[src/pkg/srap_pkg.sv]
// shared constants, types and register map of the serial register access port
package srap_pkg;
  // frame layout
  localparam int ADDR_W = 15;
  localparam int DATA_W = 8;
  localparam int HEAD_BITS = 16;
  localparam int FRAME_BITS = 24;
  localparam int CNT_W = 5;
  localparam int NUM_SLOTS = 44;

  // control fields inside the device's own registers
  localparam int SLOT_CFGA = 0;
  localparam int SLOT_USR = 6;
  localparam int CFGA_ASC_HI = 5;
  localparam int CFGA_ASC_LO = 2;
  localparam int USR_HOLD_BIT = 0;

  // host command registers, byte addresses on apb
  localparam int HOST_AW = 8;
  localparam logic [7:0] HOST_CTRL = 8'h00;
  localparam logic [7:0] HOST_ADDR = 8'h04;
  localparam logic [7:0] HOST_WDATA = 8'h08;
  localparam logic [7:0] HOST_STATUS = 8'h0C;
  localparam logic [7:0] HOST_RDATA = 8'h10;
  localparam int CTRL_START = 0;
  localparam int CTRL_READ = 1;
  localparam int CTRL_KEEP = 2;
  localparam int CTRL_STOP = 3;
  localparam int ST_BUSY = 0;
  localparam int ST_DONE = 1;
  localparam int ST_HOLD = 2;

  // how a register slot gets its content
  typedef enum logic [2:0] {KIND_RW, KIND_FUSE, KIND_CLASS, KIND_PART,
    KIND_MAKER_LO, KIND_MAKER_HI, KIND_CAL, KIND_SYNC} srap_kind_t;

  typedef struct packed {
    logic [ADDR_W-1:0] addr;
    logic [DATA_W-1:0] rst;
    srap_kind_t kind;
  } srap_slot_t;

  // one entry per byte; wide registers sit low byte first
  localparam srap_slot_t SLOT_MAP [NUM_SLOTS] = '{
    '{15'h000, 8'h30, KIND_RW}, '{15'h002, 8'h00, KIND_RW},
    '{15'h003, 8'h00, KIND_CLASS}, '{15'h004, 8'h00, KIND_PART},
    '{15'h00C, 8'h00, KIND_MAKER_LO}, '{15'h00D, 8'h00, KIND_MAKER_HI},
    '{15'h010, 8'h00, KIND_RW}, '{15'h029, 8'h00, KIND_RW},
    '{15'h02A, 8'h00, KIND_RW}, '{15'h02B, 8'h11, KIND_RW},
    '{15'h02C, 8'h00, KIND_SYNC}, '{15'h030, 8'h00, KIND_RW},
    '{15'h031, 8'hA0, KIND_RW}, '{15'h032, 8'h00, KIND_RW},
    '{15'h033, 8'hA0, KIND_RW}, '{15'h038, 8'h00, KIND_RW},
    '{15'h03B, 8'h00, KIND_RW}, '{15'h048, 8'h00, KIND_RW},
    '{15'h060, 8'h01, KIND_RW}, '{15'h061, 8'h01, KIND_RW},
    '{15'h062, 8'h01, KIND_RW}, '{15'h064, 8'h02, KIND_RW},
    '{15'h068, 8'h61, KIND_RW}, '{15'h06A, 8'h00, KIND_CAL},
    '{15'h06B, 8'h00, KIND_RW}, '{15'h06C, 8'h01, KIND_RW},
    '{15'h06E, 8'h88, KIND_RW}, '{15'h070, 8'h00, KIND_RW},
    '{15'h071, 8'h00, KIND_RW}, '{15'h07A, 8'h00, KIND_FUSE},
    '{15'h07B, 8'h00, KIND_FUSE}, '{15'h07C, 8'h00, KIND_FUSE},
    '{15'h07E, 8'h00, KIND_FUSE}, '{15'h07F, 8'h00, KIND_FUSE},
    '{15'h09D, 8'h00, KIND_FUSE}, '{15'h102, 8'h00, KIND_FUSE},
    '{15'h103, 8'h00, KIND_FUSE}, '{15'h112, 8'h00, KIND_FUSE},
    '{15'h113, 8'h00, KIND_FUSE}, '{15'h142, 8'h00, KIND_FUSE},
    '{15'h152, 8'h00, KIND_FUSE}, '{15'h160, 8'h00, KIND_RW},
    '{15'h200, 8'h01, KIND_RW}, '{15'h201, 8'h02, KIND_RW}
  };
endpackage

[src/pkg/srap_link_if.sv]
// serial link between host controller and register access port
interface srap_link_if;
  logic sclk;
  logic serialSelectN;
  logic serialIn;
  logic serialOutDrive;
  logic serialOutEn;
  logic serialOut;

  // released line idles high, as with a pull-up
  assign serialOut = serialOutEn ? serialOutDrive : 1'b1;

  modport device (
    input sclk, serialSelectN, serialIn,
    output serialOutDrive, serialOutEn
  );
  modport host (
    output sclk, serialSelectN, serialIn,
    input serialOut
  );
endinterface

[src/rtl/srap_sync.sv]
// two flip-flop synchroniser for asynchronous pins
module srap_sync #(
  parameter int WIDTH = 1,
  parameter logic [WIDTH-1:0] RESET_VAL = '0
) (
  // clock and reset
  input wire logic clk,
  input wire logic reset_n,
  // pins in, synchronised copy out
  input wire logic [WIDTH-1:0] asyncIn,
  output logic [WIDTH-1:0] syncOut
);
  typedef struct packed {
    logic [WIDTH-1:0] first;
    logic [WIDTH-1:0] second;
  } srap_sync_t;

  srap_sync_t state_reg;
  srap_sync_t state_next;

  // the first stage feeds only the second
  always_comb
  begin
    state_next.first = asyncIn;
    state_next.second = state_reg.first;
  end

  always_ff @(posedge clk or negedge reset_n)
  begin
    if (!reset_n)
      state_reg <= {RESET_VAL, RESET_VAL};
    else
      state_reg <= state_next;
  end

  assign syncOut = state_reg.second;
endmodule

[src/rtl/srap_device_end.sv]
// register access port: serial slave end with the configuration bank
//
// The APB slave port was left to the implementer.
module srap_device_end #(
  parameter logic [7:0] PART_CLASS = 8'h5A, // arbitrary value
  parameter logic [7:0] PART_ID = 8'h21, // arbitrary value
  parameter logic [15:0] MAKER_ID = 16'h1234 // arbitrary value
) (
  // clock and reset
  input wire logic clk,
  input wire logic reset_n,
  // serial link
  srap_link_if.device link,
  // fuse storage and live status from the converter
  input wire logic [srap_pkg::NUM_SLOTS*8-1:0] fuseTrim,
  input wire logic [7:0] calStatus,
  input wire logic [7:0] syncPosition,
  // register contents for the converter
  output logic [srap_pkg::NUM_SLOTS*8-1:0] regImage
);
  ////////////////////////////////////////
  // state

  typedef struct packed {
    logic [srap_pkg::NUM_SLOTS-1:0][7:0] bank;
    logic fuseDone;
    logic sclkPrev;
    logic [srap_pkg::CNT_W-1:0] bitCnt;
    logic isRead;
    logic [srap_pkg::ADDR_W-1:0] addr;
    logic [srap_pkg::HEAD_BITS-1:0] shiftIn;
    logic [7:0] txByte;
    logic outData;
    logic outEn;
  } srap_dev_t;

  srap_dev_t cur;
  srap_dev_t nxt;
  logic [2:0] pinSync;
  logic sclkS;
  logic selNS;
  logic sdiS;

  ////////////////////////////////////////
  // pin synchronisers

  // select resets high so no frame is seen at power up
  srap_sync #(
    .WIDTH(3),
    .RESET_VAL(3'h2)
  ) pinSyncInst (
    .clk(clk),
    .reset_n(reset_n),
    .asyncIn({link.sclk, link.serialSelectN, link.serialIn}),
    .syncOut(pinSync)
  );

  assign sclkS = pinSync[2];
  assign selNS = pinSync[1];
  assign sdiS = pinSync[0];

  ////////////////////////////////////////
  // helpers

  // read one byte; unmapped offsets answer zero
  function automatic logic [7:0] readSlot(
    input logic [srap_pkg::NUM_SLOTS-1:0][7:0] bank,
    input logic [srap_pkg::ADDR_W-1:0] a
  );
    logic [7:0] v;
    v = 8'h00;
    for (int i = 0; i < srap_pkg::NUM_SLOTS; i++)
    begin
      if (srap_pkg::SLOT_MAP[i].addr == a)
      begin
        case (srap_pkg::SLOT_MAP[i].kind)
          srap_pkg::KIND_CLASS: v = PART_CLASS;
          srap_pkg::KIND_PART: v = PART_ID;
          srap_pkg::KIND_MAKER_LO: v = MAKER_ID[7:0];
          srap_pkg::KIND_MAKER_HI: v = MAKER_ID[15:8];
          srap_pkg::KIND_CAL: v = calStatus;
          srap_pkg::KIND_SYNC: v = syncPosition;
          default: v = bank[i];
        endcase
      end
    end
    return v;
  endfunction

  // streaming address step, wraps inside the address field
  function automatic logic [srap_pkg::ADDR_W-1:0] stepAddr(
    input logic [srap_pkg::ADDR_W-1:0] a,
    input logic ascend,
    input logic hold
  );
    logic [srap_pkg::ADDR_W-1:0] r;
    r = a;
    if (!hold)
    begin
      if (ascend)
        r = a + 15'h0001;
      else
        r = a - 15'h0001;
    end
    return r;
  endfunction

  ////////////////////////////////////////
  // frame engine and register bank

  // every step is event driven from sclk edges, so a stopped clock
  // just parks the frame; nothing counts idle time
  always_comb
  begin
    logic [srap_pkg::HEAD_BITS-1:0] newShift;
    logic [srap_pkg::ADDR_W-1:0] stepped;
    logic rise;
    logic fall;
    logic ascend;
    logic hold;
    newShift = {cur.shiftIn[srap_pkg::HEAD_BITS-2:0], sdiS};
    stepped = cur.addr;
    rise = sclkS & ~cur.sclkPrev;
    fall = ~sclkS & cur.sclkPrev;
    ascend = cur.bank[srap_pkg::SLOT_CFGA][srap_pkg::CFGA_ASC_HI]
      | cur.bank[srap_pkg::SLOT_CFGA][srap_pkg::CFGA_ASC_LO];
    hold = cur.bank[srap_pkg::SLOT_USR][srap_pkg::USR_HOLD_BIT];
    nxt = cur;
    nxt.sclkPrev = sclkS;

    // trim values come from fuses once, right after reset release
    if (!cur.fuseDone)
    begin
      nxt.fuseDone = 1'b1;
      for (int i = 0; i < srap_pkg::NUM_SLOTS; i++)
      begin
        if (srap_pkg::SLOT_MAP[i].kind == srap_pkg::KIND_FUSE)
          nxt.bank[i] = fuseTrim[i*8 +: 8];
      end
    end

    if (selNS)
    begin
      // idle or aborted frame: partial byte is simply dropped
      nxt.bitCnt = '0;
      nxt.isRead = 1'b0;
      nxt.outEn = 1'b0;
      nxt.outData = 1'b0;
    end
    else
    begin
      if (rise)
      begin
        nxt.shiftIn = newShift;
        nxt.bitCnt = cur.bitCnt + 5'h01;
        if (cur.bitCnt == 5'(srap_pkg::HEAD_BITS - 1))
        begin
          // header complete: direction then address
          nxt.isRead = newShift[srap_pkg::HEAD_BITS-1];
          nxt.addr = newShift[srap_pkg::ADDR_W-1:0];
          nxt.txByte = readSlot(cur.bank, newShift[srap_pkg::ADDR_W-1:0]);
        end
        else if (cur.bitCnt == 5'(srap_pkg::FRAME_BITS - 1))
        begin
          if (!cur.isRead)
          begin
            for (int i = 0; i < srap_pkg::NUM_SLOTS; i++)
            begin
              if (srap_pkg::SLOT_MAP[i].addr == cur.addr
                && (srap_pkg::SLOT_MAP[i].kind == srap_pkg::KIND_RW
                || srap_pkg::SLOT_MAP[i].kind == srap_pkg::KIND_FUSE))
                nxt.bank[i] = newShift[7:0];
            end
          end
          // next byte of a stream follows on the same header
          stepped = stepAddr(cur.addr, ascend, hold);
          nxt.addr = stepped;
          nxt.bitCnt = 5'(srap_pkg::HEAD_BITS);
          nxt.txByte = readSlot(nxt.bank, stepped);
        end
      end
      // data changes after the falling edge, ready for the next rise
      if (fall && cur.isRead && cur.bitCnt >= 5'(srap_pkg::HEAD_BITS))
      begin
        nxt.outData = cur.txByte[7];
        nxt.txByte = {cur.txByte[6:0], 1'b0};
        nxt.outEn = 1'b1;
      end
    end
  end

  ////////////////////////////////////////
  // state register

  always_ff @(posedge clk or negedge reset_n)
  begin
    if (!reset_n)
    begin
      cur <= '0;
      for (int i = 0; i < srap_pkg::NUM_SLOTS; i++)
        cur.bank[i] <= srap_pkg::SLOT_MAP[i].rst;
      cur.sclkPrev <= 1'b0;
    end
    else
      cur <= nxt;
  end

  ////////////////////////////////////////
  // outputs

  assign link.serialOutDrive = cur.outData;
  assign link.serialOutEn = cur.outEn;
  assign regImage = cur.bank;
endmodule

[src/flat_wrapper.sv]
// flat-port wrapper written by rule: the top's interface ports become plain ports
module srap_device_end_flat 
#(
  parameter logic [7:0] PART_CLASS = 8'h5A,                   
  parameter logic [7:0] PART_ID = 8'h21,                   
  parameter logic [15:0] MAKER_ID = 16'h1234                   
)
  (clk, reset_n, fuseTrim, calStatus, syncPosition, regImage, link_sclk, link_serialSelectN, link_serialIn, link_serialOutDrive, link_serialOutEn);
  srap_link_if link_i ();
  input wire logic clk;
  input wire logic reset_n;
  input wire logic [srap_pkg::NUM_SLOTS*8-1:0] fuseTrim;
  input wire logic [7:0] calStatus;
  input wire logic [7:0] syncPosition;
  output logic [srap_pkg::NUM_SLOTS*8-1:0] regImage;
  input wire logic [$bits(link_i.sclk)-1:0] link_sclk;
  input wire logic [$bits(link_i.serialSelectN)-1:0] link_serialSelectN;
  input wire logic [$bits(link_i.serialIn)-1:0] link_serialIn;
  output wire logic [$bits(link_i.serialOutDrive)-1:0] link_serialOutDrive;
  output wire logic [$bits(link_i.serialOutEn)-1:0] link_serialOutEn;
  assign link_i.sclk = link_sclk;
  assign link_i.serialSelectN = link_serialSelectN;
  assign link_i.serialIn = link_serialIn;
  assign link_serialOutDrive = link_i.serialOutDrive;
  assign link_serialOutEn = link_i.serialOutEn;
  srap_device_end #(.PART_CLASS(PART_CLASS), .PART_ID(PART_ID), .MAKER_ID(MAKER_ID)) u_core (.clk(clk), .reset_n(reset_n), .link(link_i), .fuseTrim(fuseTrim), .calStatus(calStatus), .syncPosition(syncPosition), .regImage(regImage));
endmodule
[config.mk]
export PLATFORM = sky130hd
export DESIGN_NAME = srap_device_end_flat
export DESIGN_NICKNAME = d
export VERILOG_FILES = /design/src/pkg/srap_pkg.sv /design/src/pkg/srap_link_if.sv /design/src/rtl/srap_sync.sv /design/src/rtl/srap_device_end.sv /design/src/flat_wrapper.sv
export SDC_FILE = /design/constraint.sdc
export NUM_CORES = 1
export LEC_CHECK = 0
export ABC_CLOCK_PERIOD_IN_PS = 11480
export CORE_MARGIN = 1
export CORE_UTILIZATION = 32
export CTS_CLUSTER_SIZE = 10
export DETAILED_ROUTE_END_ITERATION = 10
export DONT_BUFFER_PORTS = 1
export GPL_TIMING_DRIVEN = 0
export HOLD_SLACK_MARGIN = 0.08
export SLEW_MARGIN = 20
export SYNTH_ARGS = -nofsm -noshare
export SYNTH_HDL_FRONTEND = slang
export SYNTH_SLANG_ARGS = --single-unit
export TNS_END_PERCENT = 100
[constraint.sdc]
create_clock -name clk -period 11.48 [get_ports clk]
set_input_delay 3.444 -clock clk [delete_from_list [all_inputs] [get_ports clk]]
set_output_delay 3.444 -clock clk [all_outputs]
set_load 0.02 [all_outputs]
==> reports/metrics.cfg <==
[synthesis]
syn_inst=3382
post_synth_num_cell_types=97
synth.avg_cell_area_um2=8.32
yosysWarnings=0
synth_enable_flop_cells=0
portion_of_the_post_synthesis_area_used_by_sequential_elements_pct=32.0
synth.ff_latch_count=358
mappedNetlistArea_mm2=0.0281
async_reset_ff_share_pct=100
yosys_most_used_dff=sky130_fd_sc_hd__dfrtp_1

[setup_path]
worst-path-max-fanout=12
crit-reg2reg-capture=u_core.cur[9]$_DFFE_PN0P_
path_class=register to register
arrival_ns=8.43
crit_path_launch_type=register
timing.critical_path.to=u_core.cur[9]$_DFFE_PN0P_
ff2ff_setup_slack_ns=3.56
crit-reg2reg-launch=u_core.regImage[2]$_DFFE_PN0P_
crit_required_ns=11.99
critPathLaunch=u_core.regImage[2]$_DFFE_PN0P_
timing.critical_path.to_type=register
rr_worst_depth=18

[cts]
cts_resized=0
clk_transition_reported_paths_ns=0.07
clk_path_buf_depth=3
worst_skew_pair.late_latency_ns=0.65
setup_repair_bufs_after_cts=0
clock-root-buffer=sky130_fd_sc_hd__clkbuf_16
ctsHoldBuffers=0
cts_buffers=45
cts_sinks=358
htree_levels=2
tritoncts=built

[detailed_routing]
postRouteAntennaNets=0
route.detailed.wl_per_inst_um=40.5
first_iter_violations=4671
remaining_routing_drc_violations=0
dr_total_vias=30917
drt-total-wl_um=191000
dr.pass1.iters=9
vias_per_cell=6.56

[final_layout]
area.sequential_mm2=0.00899
finish.utilization_pct=36.6
fillerInstances=9246
drive_gt1_share_pct=21.9
area_occupied_by_multi_input_gates_mm2=0.0158
final_net_count=3888
areaGrowthSynthToFinish_pct=13.0

[timing]
rsz0062_at_grt=no
final_hold_viol_count=0
worst_clock_skew_ns=0.0631
worst_slew_margin_rel_pct=8.01
slew_violations=0
setup_total_negative_slack_ns=0
max_freq_mhz=126
hold-worst-slack_ns=0.361
worstMarginPinSlew_ns=1.38
layout_min_cycle_time_ns=7.92
setup_viol=0
post-route-period-util_pct=69.0

[status]
run_status=completed

[floorplan]
die_height_um=298
die_w_um=298
floorplan.initialDensity_pct=32.4
std_cell_rows=108
io_pins=727
core_area_mm2=0.0869
die_area_mm2=0.0891

[global_routing]
grt_max_degree=359
grt_pass1_wl_um=255000
grt_overflow_total=0
antenna_found_initial=17
via_count_of_the_first_global_routing_pass=29274
groute.usage.overall_pct=41.3

[pwr]
totalPowerFinal_mw=3.83
power.density_mw_per_mm2=120
leak_pwr_nw=13.0
max_ir_drop_vdd_mv=0.107

[min_path]
min-delay-path-class=register to register
timing.hold.worst.start=u_core.pinSyncInst.state_next[1]$_DFF_PN1_

[place]
gp_congestion=1.08
place.port_buffers=0
dp_hpwl_um=149000

[run]
cap_viol_max_count=0

flip-flops by register name, indices dropped and copies added (netlist names):
name,count
u_core.link.serialOutEn,1
u_core.regImage,304
u_core.cur,46
u_core.pinSyncInst.syncOut,3
u_core.link.serialOutDrive,1
u_core.pinSyncInst.state_next,3
cell usage after synthesis (all sizes together) (5+ instances only):
cell	count	area, µm²
nand3	59	310
o311ai	6	52.6
or4	12	90.1
o221ai	14	123
a211oi	24	193
o41ai	9	86.3
a21o	5	37.5
a2111oi	9	78.8
or3	27	169
a32oi	10	87.6
nor4b	5	43.8
dfrtp	336	8410
clkbuf	203	762
a22oi	41	308
a22o	17	149
a31oi	19	119
or2	22	138
ha	6	75.1
mux2i	270	2700
o22a	10	96.4
a222oi	16	160
o2111ai	13	114
nor2b	12	75.1
a221oi	42	368
nand4b	8	70.1
a211o	9	78.8
nand4	45	297
a21oi	251	1260
nand2	319	1200
dfstp	22	578
o22ai	80	500
o31ai	10	75.1
and2	17	106
and3	18	113
nor3	108	582
mux2	157	1770
nor2	316	1190
buf	401	2880
and4	11	98.8
o211ai	29	223
o21ai	252	1260
nor4	26	241
nand2b	14	87.6
inv	25	93.8
o21a	5	37.5
per-stage QoR:
| step | setup slack (ns) | std cells | area, µm² |
|---|---|---|---|
| after floorplan | 6.53 | 3429 | 28300 |
| final | 3.56 | 4714 | 31800 |
| after CTS | 3.71 | 4700 | 31700 |
| after detailed placement | 3.70 | 4617 | 30300 |
| after global placement | 3.29 | 4584 | 29700 |
| after global routing | 3.84 | 4704 | 31800 |
layout by cell type (no fill, tap or decap), types with 12 or more instances in the layout:
cell type	netlist	routed
sky130_fd_sc_hd__or3_1	27	27
sky130_fd_sc_hd__nand2b_1	14	14
sky130_fd_sc_hd__a22o_1	17	17
sky130_fd_sc_hd__a21oi_1	250	250
sky130_fd_sc_hd__o211ai_1	28	28
sky130_fd_sc_hd__a31oi_1	19	19
sky130_fd_sc_hd__a222oi_1	16	16
sky130_fd_sc_hd__nor2_1	313	304
sky130_fd_sc_hd__buf_4	356	374
sky130_fd_sc_hd__diode_2	0	14
sky130_fd_sc_hd__nand2_1	319	319
sky130_fd_sc_hd__or4_1	12	12
sky130_fd_sc_hd__o22ai_1	80	80
sky130_fd_sc_hd__and2_1	17	17
sky130_fd_sc_hd__nor3_1	101	72
sky130_fd_sc_hd__a22oi_1	41	41
sky130_fd_sc_hd__nor2b_1	12	12
sky130_fd_sc_hd__conb_1	2	49
sky130_fd_sc_hd__o21ai_0	249	249
sky130_fd_sc_hd__o221ai_1	14	14
sky130_fd_sc_hd__nand3_1	56	55
sky130_fd_sc_hd__nor2_2	3	12
sky130_fd_sc_hd__and3_1	18	18
sky130_fd_sc_hd__mux2i_1	270	270
sky130_fd_sc_hd__clkbuf_1	203	206
sky130_fd_sc_hd__nand4_1	44	44
sky130_fd_sc_hd__o2111ai_1	13	13
sky130_fd_sc_hd__clkbuf_2	0	20
sky130_fd_sc_hd__mux2_2	157	157
sky130_fd_sc_hd__buf_2	19	24
sky130_fd_sc_hd__a211oi_1	23	23
sky130_fd_sc_hd__or2_2	18	18
sky130_fd_sc_hd__a221oi_1	42	42
sky130_fd_sc_hd__nor4_1	19	13
sky130_fd_sc_hd__nor3_2	6	34
sky130_fd_sc_hd__buf_1	24	24
sky130_fd_sc_hd__inv_1	25	25
sky130_fd_sc_hd__dfstp_2	22	22
sky130_fd_sc_hd__clkbuf_16	0	46
sky130_fd_sc_hd__dfrtp_1	336	336
how the worst min path moves through the flow:
stage / to / slack, ns / depth (start not counted)
2_1_floorplan: u_core.pinSyncInst.syncOut[0]$_DFF_PN0_ / 0.33 / 0
6_report: u_core.pinSyncInst.syncOut[1]$_DFF_PN1_ / 0.36 / 0
3_3_place_gp: u_core.pinSyncInst.syncOut[0]$_DFF_PN0_ / 0.34 / 0
5_1_grt: u_core.pinSyncInst.syncOut[1]$_DFF_PN1_ / 0.37 / 0
3_5_place_dp: u_core.pinSyncInst.syncOut[0]$_DFF_PN0_ / 0.34 / 0
4_1_cts: u_core.pinSyncInst.syncOut[1]$_DFF_PN1_ / 0.36 / 0
kinds of logic (layout without fill, tap and decap cells):
logic type,after synthesis,after routing,synth area share [%]
compound gates,914,914,20.6
fa+ha+maj,7,7,0.307
mux,427,427,15.9
xor+xnor,7,7,0.218
simple gates,1036,1036,17.7
other cells,2,63,0.0267
flops,358,358,32.0
buf+inv,631,747,13.3
power by group:
group	internal (mW)	switching, mW	total, mW
sequential	1.31	0.0762	1.38
clock	0.821	0.621	1.44
combinational	0.188	0.817	1.01
total	2.31	1.51	3.83
area by class of cell:
type                            instances  area share (%)
Antenna cell                           14           0.110
Buffer                                604            11.5
Clock buffer                           77            4.24
Clock inverter                          6           0.283
Inverter                               27           0.319
Multi-Input combinational cell       2440            49.8
Sequential cell                       358            28.3
Tap cell                             1155            4.55
Timing Repair Buffer                   33           0.921
critical path: stages, from the launching register on:
cell	delay [ns]
sky130_fd_sc_hd__dfrtp_1	0.44
sky130_fd_sc_hd__or2_1	0.28
sky130_fd_sc_hd__inv_1	0.24
sky130_fd_sc_hd__buf_2	0.31
sky130_fd_sc_hd__buf_4	0.26
sky130_fd_sc_hd__xnor2_1	0.09
sky130_fd_sc_hd__ha_1	0.22
sky130_fd_sc_hd__or4_1	0.48
sky130_fd_sc_hd__o22a_1	0.24
sky130_fd_sc_hd__nor2_1	0.22
sky130_fd_sc_hd__xor2_1	0.85
sky130_fd_sc_hd__nand2_1	0.45
sky130_fd_sc_hd__nor2_1	0.87
sky130_fd_sc_hd__nand2_1	0.26
sky130_fd_sc_hd__nor2_1	0.91
sky130_fd_sc_hd__o21ai_0	0.56
sky130_fd_sc_hd__o211ai_1	0.34
sky130_fd_sc_hd__o21ai_0	0.37
sky130_fd_sc_hd__a31oi_1	0.41
layer usage:
layer / vias to the layer above / GRT usage (%) / part of all wire (%)
li1: 12266 / - / -
met1: 15457 / 53.3 / 39
met2: 2504 / 59.4 / 41
met3: 678 / 12.0 / 12
met4: 12 / 28.3 / 8.2
met5: - / 0 / 0.040
(Power assumes the default switching activity.)
